`src/hdl/rcrf_pkg.sv`:
```
// Package holding the frame layout constants of the remote command request framer.
package rcrf_pkg;
  localparam logic [7:0] RCRF_DELIM = 8'h7e;
  localparam logic [7:0] RCRF_TYPE_REMOTE_CMD = 8'h17;
  localparam logic [7:0] RCRF_CSUM_BASE = 8'hff;
  localparam logic [15:0] RCRF_NET_UNKNOWN = 16'hfffe;
  localparam logic [7:0] RCRF_OPT_NO_ACK = 8'h01;
  localparam logic [7:0] RCRF_OPT_APPLY = 8'h02;
  localparam logic [7:0] RCRF_OPT_EXT_TMO = 8'h40;
  // Byte positions within a frame.
  localparam logic [7:0] RCRF_POS_TYPE = 8'h03;
  localparam logic [7:0] RCRF_POS_ID = 8'h04;
  localparam logic [7:0] RCRF_POS_ADDR64 = 8'h05;
  localparam logic [7:0] RCRF_POS_ADDR64_END = 8'h0c;
  localparam logic [7:0] RCRF_POS_NET_HI = 8'h0d;
  localparam logic [7:0] RCRF_POS_NET_LO = 8'h0e;
  localparam logic [7:0] RCRF_POS_OPT = 8'h0f;
  localparam logic [7:0] RCRF_POS_CMD_HI = 8'h10;
  localparam logic [7:0] RCRF_POS_CMD_LO = 8'h11;
  localparam logic [7:0] RCRF_POS_PARAM = 8'h12;
  // Bytes from type code through command name; parameter bytes add to this.
  localparam logic [15:0] RCRF_HDR_LEN = 16'h000f;
  localparam int RCRF_PARAM_MAX = 16;
  localparam logic [4:0] RCRF_PARAM_MAX_W = 5'h10;
endpackage

```
`src/hdl/rcrf_link_if.sv`:
```
// Interface carrying the serial frame byte stream from host to module.
`timescale 1ns/100ps
interface rcrf_link_if;
  logic [7:0] data;
  logic valid;
  logic ready;
  modport host (output data, output valid, input ready);
  modport module_end (input data, input valid, output ready);
endinterface

```
`src/hdl/rcrf_module.sv`:
```
// Module end: receives and checks remote command request frames from the byte link.
// Summary of operation
// - Host puts type 0x17 at byte three.
// - Byte four is reply identifier; zero suppresses reply.
// - Long address bytes five to twelve, MSB first.
// - All-zero long address means the coordinator.
// - Network address bytes, 0xFFFE when unknown.
// - Option 0x01 sends without remote acknowledgement.
// - Option 0x40 applies extended transmission timeout.
// - Writes take effect on apply bit or command.
// - Command name is two ASCII bytes.
// - Parameter bytes mean write, none means query.
`timescale 1ns/100ps
module rcrf_module
(
  input wire logic mclk_in, // clock
  input wire logic rst_in, // synchronous reset, active high
  input wire logic ce_in, // clock enable
  rcrf_link_if.module_end link, // byte link from the host
  output logic req_valid_out, // pulse: checked request ready
  output logic [7:0] id_out, // correlation identifier
  output logic reply_out, // a reply is to be sent
  output logic [63:0] addr64_out, // destination long address
  output logic coord_out, // destination is the coordinator
  output logic [15:0] net_out, // destination network address
  output logic net_unknown_out, // network address is 0xFFFE, unknown
  output logic no_ack_out, // send without remote acknowledgement
  output logic ext_tmo_out, // use extended transmission timeout
  output logic apply_out, // apply changes after the write
  output logic [15:0] cmd_out, // command name
  output logic write_out, // request writes a parameter
  output logic [4:0] plen_out, // parameter byte count
  output logic [8*rcrf_pkg::RCRF_PARAM_MAX-1:0] param_out, // parameter bytes, byte 0 first
  output logic drop_out // pulse: frame discarded
);
  import rcrf_pkg::*;

  typedef enum {RCRF_IDLE, RCRF_LEN_HI, RCRF_LEN_LO, RCRF_BODY, RCRF_CSUM} rcrf_state_t;
  rcrf_state_t state_q;
  logic [15:0] len_q, cnt_q;
  logic [7:0] sum_q, pos_q, type_q, id_q, opt_q;
  logic [63:0] a64_q;
  logic [15:0] net_q, cmd_q;
  logic [8*RCRF_PARAM_MAX-1:0] par_q;
  logic [4:0] plen_q;
  logic take;
  logic frame_bad;
  logic [2:0] a_idx;

  assign link.ready = ce_in && !rst_in;
  assign take = link.valid && ce_in;
  assign a_idx = 3'(pos_q - RCRF_POS_ADDR64);
  // A frame is refused for a bad checksum, a foreign type or a length too short for the header.
  assign frame_bad = (RCRF_CSUM_BASE - sum_q != link.data)
    || (type_q != RCRF_TYPE_REMOTE_CMD) || (len_q < RCRF_HDR_LEN);

  // Frame state; a delimiter inside a frame does not resync, the length alone ends it.
  always_ff @(posedge mclk_in)
  begin
    if (rst_in)
      state_q <= RCRF_IDLE;
    else if (take)
    begin
      case (state_q)
        RCRF_IDLE:
          if (link.data == RCRF_DELIM)
            state_q <= RCRF_LEN_HI;
        RCRF_LEN_HI:
          state_q <= RCRF_LEN_LO;
        RCRF_LEN_LO:
          state_q <= ({len_q[15:8], link.data} == 16'h0) ? RCRF_CSUM : RCRF_BODY;
        RCRF_BODY:
          if (cnt_q + 16'h1 == len_q)
            state_q <= RCRF_CSUM;
        RCRF_CSUM:
          state_q <= RCRF_IDLE;
        default:
          state_q <= RCRF_IDLE;
      endcase
    end
  end

  // Length, body count, byte position and running sum.
  always_ff @(posedge mclk_in)
  begin
    if (rst_in)
    begin
      len_q <= 16'h0;
      cnt_q <= 16'h0;
      sum_q <= 8'h00;
      pos_q <= 8'h00;
    end
    else if (take && state_q == RCRF_LEN_HI)
      len_q[15:8] <= link.data;
    else if (take && state_q == RCRF_LEN_LO)
    begin
      len_q[7:0] <= link.data;
      cnt_q <= 16'h0;
      sum_q <= 8'h00;
      pos_q <= RCRF_POS_TYPE;
    end
    else if (take && state_q == RCRF_BODY)
    begin
      sum_q <= sum_q + link.data;
      cnt_q <= cnt_q + 16'h1;
      // Saturating keeps an overlong frame from wrapping back onto the header fields.
      pos_q <= (pos_q == 8'hff) ? pos_q : pos_q + 8'h01;
    end
  end

  // Field capture, steered by the byte position; parameter bytes go to slot plen_q while it is below the buffer size.
  always_ff @(posedge mclk_in)
  begin
    if (rst_in)
    begin
      type_q <= 8'h00;
      id_q <= 8'h00;
      opt_q <= 8'h00;
      a64_q <= 64'h0;
      net_q <= 16'h0;
      cmd_q <= 16'h0;
      par_q <= '0;
      plen_q <= 5'h00;
    end
    else if (take && state_q == RCRF_LEN_LO)
      plen_q <= 5'h00;
    else if (take && state_q == RCRF_BODY)
    begin
      if (pos_q == RCRF_POS_TYPE)
        type_q <= link.data;
      else if (pos_q == RCRF_POS_ID)
        id_q <= link.data;
      else if (pos_q <= RCRF_POS_ADDR64_END)
        a64_q[8*(7-a_idx) +: 8] <= link.data;
      else if (pos_q == RCRF_POS_NET_HI)
        net_q[15:8] <= link.data;
      else if (pos_q == RCRF_POS_NET_LO)
        net_q[7:0] <= link.data;
      else if (pos_q == RCRF_POS_OPT)
        opt_q <= link.data;
      else if (pos_q == RCRF_POS_CMD_HI)
        cmd_q[15:8] <= link.data;
      else if (pos_q == RCRF_POS_CMD_LO)
        cmd_q[7:0] <= link.data;
      else if (plen_q < RCRF_PARAM_MAX_W)
      begin
        // Parameter bytes beyond the buffer are checksummed but not kept.
        par_q[8*plen_q[3:0] +: 8] <= link.data;
        plen_q <= plen_q + 5'h01;
      end
    end
  end

  // Result pulses; a low clock enable stretches them, so a watcher takes their first cycle.
  always_ff @(posedge mclk_in)
  begin
    if (rst_in)
    begin
      req_valid_out <= 1'b0;
      drop_out <= 1'b0;
    end
    else if (ce_in)
    begin
      req_valid_out <= 1'b0;
      drop_out <= 1'b0;
      if (take && state_q == RCRF_CSUM)
      begin
        if (frame_bad)
          drop_out <= 1'b1;
        else
          req_valid_out <= 1'b1;
      end
    end
  end

  // Request fields; they hold from the last good frame until the next one.
  always_ff @(posedge mclk_in)
  begin
    if (rst_in)
    begin
      id_out <= 8'h00;
      reply_out <= 1'b0;
      addr64_out <= 64'h0;
      coord_out <= 1'b0;
      net_out <= 16'h0;
      net_unknown_out <= 1'b0;
      no_ack_out <= 1'b0;
      ext_tmo_out <= 1'b0;
      apply_out <= 1'b0;
      cmd_out <= 16'h0;
      write_out <= 1'b0;
      plen_out <= 5'h00;
      param_out <= '0;
    end
    else if (take && state_q == RCRF_CSUM && !frame_bad)
    begin
      id_out <= id_q;
      reply_out <= (id_q != 8'h00);
      addr64_out <= a64_q;
      coord_out <= (a64_q == 64'h0);
      net_out <= net_q;
      net_unknown_out <= (net_q == RCRF_NET_UNKNOWN);
      no_ack_out <= |(opt_q & RCRF_OPT_NO_ACK);
      ext_tmo_out <= |(opt_q & RCRF_OPT_EXT_TMO);
      apply_out <= |(opt_q & RCRF_OPT_APPLY);
      cmd_out <= cmd_q;
      write_out <= (plen_q != 5'h00);
      plen_out <= plen_q;
      param_out <= par_q;
    end
  end
endmodule

```
`src/flat_wrapper.sv`:
```
// flat-port wrapper written by rule: the top's interface ports become plain ports
module rcrf_module_flat import rcrf_pkg::*;
  (mclk_in, rst_in, ce_in, req_valid_out, id_out, reply_out, addr64_out, coord_out, net_out, net_unknown_out, no_ack_out, ext_tmo_out, apply_out, cmd_out, write_out, plen_out, param_out, drop_out, link_data, link_valid, link_ready);
  rcrf_link_if link_i ();
  input wire logic mclk_in;
  input wire logic rst_in;
  input wire logic ce_in;
  output logic req_valid_out;
  output logic [7:0] id_out;
  output logic reply_out;
  output logic [63:0] addr64_out;
  output logic coord_out;
  output logic [15:0] net_out;
  output logic net_unknown_out;
  output logic no_ack_out;
  output logic ext_tmo_out;
  output logic apply_out;
  output logic [15:0] cmd_out;
  output logic write_out;
  output logic [4:0] plen_out;
  output logic [8*rcrf_pkg::RCRF_PARAM_MAX-1:0] param_out;
  output logic drop_out;
  input wire logic [$bits(link_i.data)-1:0] link_data;
  input wire logic [$bits(link_i.valid)-1:0] link_valid;
  output wire logic [$bits(link_i.ready)-1:0] link_ready;
  assign link_i.data = link_data;
  assign link_i.valid = link_valid;
  assign link_ready = link_i.ready;
  rcrf_module u_core (.mclk_in(mclk_in), .rst_in(rst_in), .ce_in(ce_in), .link(link_i), .req_valid_out(req_valid_out), .id_out(id_out), .reply_out(reply_out), .addr64_out(addr64_out), .coord_out(coord_out), .net_out(net_out), .net_unknown_out(net_unknown_out), .no_ack_out(no_ack_out), .ext_tmo_out(ext_tmo_out), .apply_out(apply_out), .cmd_out(cmd_out), .write_out(write_out), .plen_out(plen_out), .param_out(param_out), .drop_out(drop_out));
endmodule
```
`config.mk`:
```
export PLATFORM = sky130hd
export DESIGN_NAME = rcrf_module_flat
export DESIGN_NICKNAME = d
export VERILOG_FILES = /design/src/hdl/rcrf_pkg.sv /design/src/hdl/rcrf_link_if.sv /design/src/hdl/rcrf_module.sv /design/src/flat_wrapper.sv
export SDC_FILE = /design/constraint.sdc
export NUM_CORES = 1
export LEC_CHECK = 0
export ABC_CLOCK_PERIOD_IN_PS = 3000
export BUFFER_PORTS_ARGS = -buffer_cell sky130_fd_sc_hd__buf_2
export CAP_MARGIN = 30
export CORE_MARGIN = 2
export CORE_UTILIZATION = 58
export DETAILED_ROUTE_END_ITERATION = 7
export PLACE_DENSITY = 0.8
export SYNTH_ARGS = -nofsm -noshare
export SYNTH_HDL_FRONTEND = slang
export SYNTH_SLANG_ARGS = --single-unit
```
`constraint.sdc`:
```
create_clock -name mclk_in -period 3 [get_ports mclk_in]
set_clock_uncertainty 0.15 [all_clocks]
set_input_delay 0.3 -clock mclk_in [delete_from_list [all_inputs] [get_ports mclk_in]]
set_output_delay 0.3 -clock mclk_in [all_outputs]
set_load 0.02 [all_outputs]
```
After elaboration in Yosys (flattened, before gate mapping)
Cells that the tools add are included.
- input port bits: 12
- word-level logic and storage cells: 129
- flip-flop bits (word level): 578
- output and inout bits: 247
- mux-type cells: 17
- $add $sub $neg: 9
- reduce and logical (&&, ||, !) cells: 32
- eq/ne operators: 23
- order comparisons: 3
- shifts and indexed selects: 4
- bitwise logic cells: 10
- operators by type and width (kind ; count):
    $bwmux W128 ; 1
    $pmux W32 S4 ; 1
    $shift A8 B34 Y128 const A ; 1
    $shiftx A8 B34 Y128 ; 1
    $eq A32 B2 Y1 const B ; 3
    $bwmux W64 ; 1
    $eq A32 B3 Y1 const B ; 2
    $logic_not A64 Y1 ; 1
    $mux W32 ; 2
    $shift A8 B34 Y64 const A ; 1
    $shiftx A8 B34 Y64 ; 1
    $mux W8 ; 5
    $neg A32 Y34 ; 1
    $neg A7 Y34 ; 1
    $eq A32 B1 Y1 const B ; 1
    $eq A32 B4 Y1 const B ; 1
    $logic_not A32 Y1 ; 1
    $mux W16 ; 2
    $eq A8 B4 Y1 const B ; 3
    $reduce_and A10 Y1 ; 2
    $add A16 B1 Y16 const B ; 1
    $eq A16 B16 Y1 ; 1
    $eq A16 B16 Y1 const B ; 1
    $eq A8 B5 Y1 const B ; 2
    36 further kinds ; 61

Logic depth before layout (Yosys ltp)
- depth after elaboration: 6
- depth in mapped cells: 12
- mapped depth without buffers: 10

Worst setup path before layout
Ideal clock, no wire load.
- kind: register -> register
- start point: register u_core.pos_q[0]
- end point: register u_core.par_q[70]
- data required time: 2.728 ns
- arrival time: 2.345 ns
- clock period less this slack: 2.617 ns
- setup slack: 0.383 ns
- setup time: 0.122 ns
- cell stages (with the launch flop): 13
- buffers on the path: 3
- path through: dfxtp_1 -> inv_1 -> ha_1 -> clkbuf_1 -> nor4_1 -> a21o_1 -> a221oi_2 -> a2111oi_4 -> buf_12 -> nand4_2 -> buf_6 -> nand3b_1 -> o21ai_0
- word-level cells in the longest chain between the ends: 3
- elaborated cells on any way between the ends: 17
- those cells by class: 1 x order compare; 7 x eq/ne; 8 x bitwise; 1 x reduce/logical
- RTL lines (element ; RTL line ; RTL):
    start, declared ; rcrf_module.sv:41 ; logic [7:0] sum_q, pos_q, type_q, id_q, opt_q;
    start signal, assigned ; rcrf_module.sv:107 ; pos_q <= (pos_q == 8'hff) ? pos_q : pos_q + 8'h01;
    $le A8 B4 Y1 (tied with other cells) ; rcrf_module.sv:133 ; else if (pos_q <= RCRF_POS_ADDR64_END)
    $not A1 Y1 (no source line) ; n/a ;
    $reduce_and A11 Y1 (no source line) (*) ; n/a ;
    end signal, assigned by index ; rcrf_module.sv:148 ; par_q[8*plen_q[3:0] +: 8] <= link.data;
    end, declared ; rcrf_module.sv:44 ; logic [8*RCRF_PARAM_MAX-1:0] par_q;
Mark *: on every way between the ends. The rest lies on a longest branch, timed or not.
A chain may end at the register's enable or synchronous reset.

Worst setup path in the final report
- start point: register u_core.pos_q[1]
- end point: register u_core.a64_q[23]
- word-level cells in the longest chain between the ends: 5
- elaborated cells on any way between the ends: 12
- those cells by class: 3 x add/sub; 1 x order compare; 2 x eq/ne; 2 x shift; 1 x mux; 2 x bitwise; 1 x reduce/logical
- RTL lines (element ; RTL line ; RTL):
    $sub A3 B3 Y3 ; rcrf_module.sv:52 ; assign a_idx = 3'(pos_q - RCRF_POS_ADDR64);
    $sub A3 B3 Y4 ; rcrf_module.sv:134 ; a64_q[8*(7-a_idx) +: 8] <= link.data;
    $neg A32 Y34 ; rcrf_module.sv:134 ;
    $shiftx A8 B34 Y64 or $shift A8 B34 Y64 (tied branches) ; rcrf_module.sv:134 ;
    $bwmux W64 ; rcrf_module.sv:134 ;
    end signal, assigned by index ; rcrf_module.sv:134 ;
    end, declared ; rcrf_module.sv:42 ; logic [63:0] a64_q;
Several ways; a longest one is shown, not always the timed one.

==> impl_metrics.tcl <==
set metrics [dict create \
    setup_viol 0 \
    num_vias 19000 \
    synth_flop_cell "dfxtp_1" \
    layout_setup_ws_ps 178 \
    nets 2785 \
    end_kind "flip-flop" \
    syn_area_mm2 0.0215 \
    finalWirelength_um 58600 \
    synth-seq-cells 545 \
    synth_top_area_share_pct 50.8 \
    die_area_mm2 0.0386 \
    cts_tree "built" \
    max-cap-violations 0 \
    path_class "flip-flop to flip-flop" \
    clk_path_buf_depth 3 \
    grt_max_degree 128 \
    port_buffers 258 \
    synth_cell_type_count 63 \
    finalHoldViolations 0 \
    wl_per_cell_um 18.0 \
    outcome "finished clean" \
    tightest_slew_ps 729 \
    yosys-top-cells-area "dfxtp_1 (51%), nand2_1 (12%), a21oi_1 (8.5%)" \
    hold_depth 2 \
    gp_congestion 0.932 \
    pre_cts_slack_ps 236 \
    avgSynthCellArea_um2 8.38 \
    synth-edff-count 0 \
    arrival_ps 3190 \
    htree_levels 2 \
    final_cell_mix "nand2_1 (662), dfxtp_1 (545), a21oi_1 (364), buf_2 (257), nor2_1 (126)" \
    grt_overflow 0 \
    yosysSeqAreaShare_pct 50.8 \
    firstDrtPassIters 6 \
    ys_async_sr_fraction_pct 0 \
    coreArea_mm2 0.0365 \
    via_per_inst 5.82 \
    startpoint_type "flip-flop" \
    crit_fanout 8 \
    tns_ps 0 \
    ios 259 \
    drive_gt1_share_pct 15.9 \
    grt_pass1_wl_um 92900 \
    clk_pin_slew_ps 60 \
    diodes 0 \
    fp.dieW_um 196 \
    grt_pass1_vias 17700 \
    powerDensity_mw_per_mm2 556 \
    cts_buffers 52 \
    grt_antenna_before_repair 0 \
    drt_iter0_drc 1773 \
    postCtsSetupBuffers 0 \
    die_h_um 196 \
    syn_inst 2565 \
    p_leak_uw 0.00973 \
    fmax_mhz 354 \
    clock_tree.root_cell "clkbuf_16" \
    drt.antenna.violating_nets 0 \
    worst_r2r_path_depth 9 \
    dp_hpwl_um 37700 \
    area_delta_synth_final_pct 15.7 \
    clkSinkCount 545 \
    maxSlewViolCount 0 \
    ys.warnings.count 0 \
    clk_latency_ps 600 \
    synth_fp_nets 2600 \
    period_needed_ps 2820 \
    drc 0 \
    rsz0062_at_grt "no" \
    start_util_pct 58.8 \
    rows 70 \
    min_period_over_period_pct 94.1 \
    crit_required_ps 3360 \
    slew_headroom_pct 51.4 \
    ir_worst_vdd_mv 0.422 \
    hp-class "primary input to flip-flop" \
    yosysTopAreaCell "dfxtp_1" \
    total_power_uw 13800 \
    layout_commonest_cell "nand2_1" \
    track_usage_pct 29.6 \
]
-- final cells by class --
class	instances	area, um^2
fillers	2842	11700
flip-flops and latches	545	10900
multi-input cells	1805	9680
repair buffers	333	2000
clock buffers	79	1550
well taps	468	586
clock inverters	13	80.1
inverters	13	48.8
-- per-layer routing --
layer | up-vias | GRT usage (%) | part of all wire [%]
met2 | 748 | 48.5 | 47
met4 | 0 | 11.3 | 3.3
met3 | 145 | 6.14 | 7.7
met1 | 8982 | 38.5 | 42
li1 | 9091 | - | -
met5 | - | 0 | 0
-- where the power goes --
group	internal [uW]	switching, uW	leakage [uW]
clock network	3560	2750	0.000803
registers	7240	0.592	0.00439
logic	60.8	216	0.00454
total	10900	2960	0.00973
-- registers in the layout (all words and copies together), names as in the netlist, 16 cells and up --
name               flops
u_core.len_q          16
u_core.cnt_q          16
u_core.cmd_q          16
u_core.net_out        16
u_core.param_out     128
u_core.addr64_out     64
u_core.cmd_out        16
u_core.net_q          16
u_core.a64_q          64
u_core.par_q         128
-- worst max-delay path, stage by stage (launching register included) --
cell and delay, ps:
dfxtp_1 440, inv_1 120, ha_1 230, ha_1 320
inv_1 70, ha_1 370, and3b_1 300, and2_1 340
nand4_1 180, a21oi_1 220
-- logic make-up after synthesis --
group                      after synthesis  synth area share, %
xor gates and xnor gates                39                 1.59
DFF                                    545                 50.8
muxes                                   69                 3.23
and+or+nand+nor                       1144                 25.4
AOI/OAI and AO/OA                      529                 13.2
adders and majority gates               24                 1.42
buffers and inverters                  215                 4.33
-- path summary, 6_finish.rpt --
check / from / to / slack [ps]
worst min register to register: u_core.param_out[50] / u_core.param_out[50] / 300
worst max register to register: u_core.pos_q[1] / u_core.a64_q[23] / 180
worst min-delay path: rst_in / u_core.param_out[35] / 50
worst max-delay path: u_core.pos_q[1] / u_core.a64_q[23] / 180
-- synth_stat cells, types with 3 or more instances --
cell and number:
inv_1 13, o21ai_0 105, clkbuf_1 135, o211ai_1 3, mux2_2 3, or3_1 8
dfxtp_1 545, nor3b_1 3, nand3_1 62, buf_1 5, nand4_4 8, a21o_1 11
and2_1 17, nand4_1 55, xnor2_1 22, nor3_1 25, nor4_1 29, nor2b_1 4
ha_1 22, o31ai_1 8, nor4b_1 3, a21oi_1 364, mux2i_1 66, nand2_1 662
a22oi_1 15, buf_2 55, nand3b_1 99, nand2b_1 9, nor2_1 127, a31oi_1 5
and3_1 5, nand4b_4 3, nand4b_1 6, buf_6 4, and4_1 5, xor2_1 17
-- per-stage QoR --
step                      hold WS, ps  utilization [%]  area, um^2  std cells
after floorplan                   281                -       21500       2565
after global placement            288             63.6       23200       3163
after detailed placement          292             63.6       23200       3163
after CTS                        33.0             68.1       24900       3256
after global routing             82.4             68.1       24900       3256
final                            45.9             68.1       24900       3256
-- repair_timing --
item / in CTS / in global routing
hold buffers: 1 / 0
gates resized for setup: 0 / 1
hold endpoints to repair: 2 / 0
endpoints found under the setup margin: 0 / 8
Power figures use the tool's default switching activity.
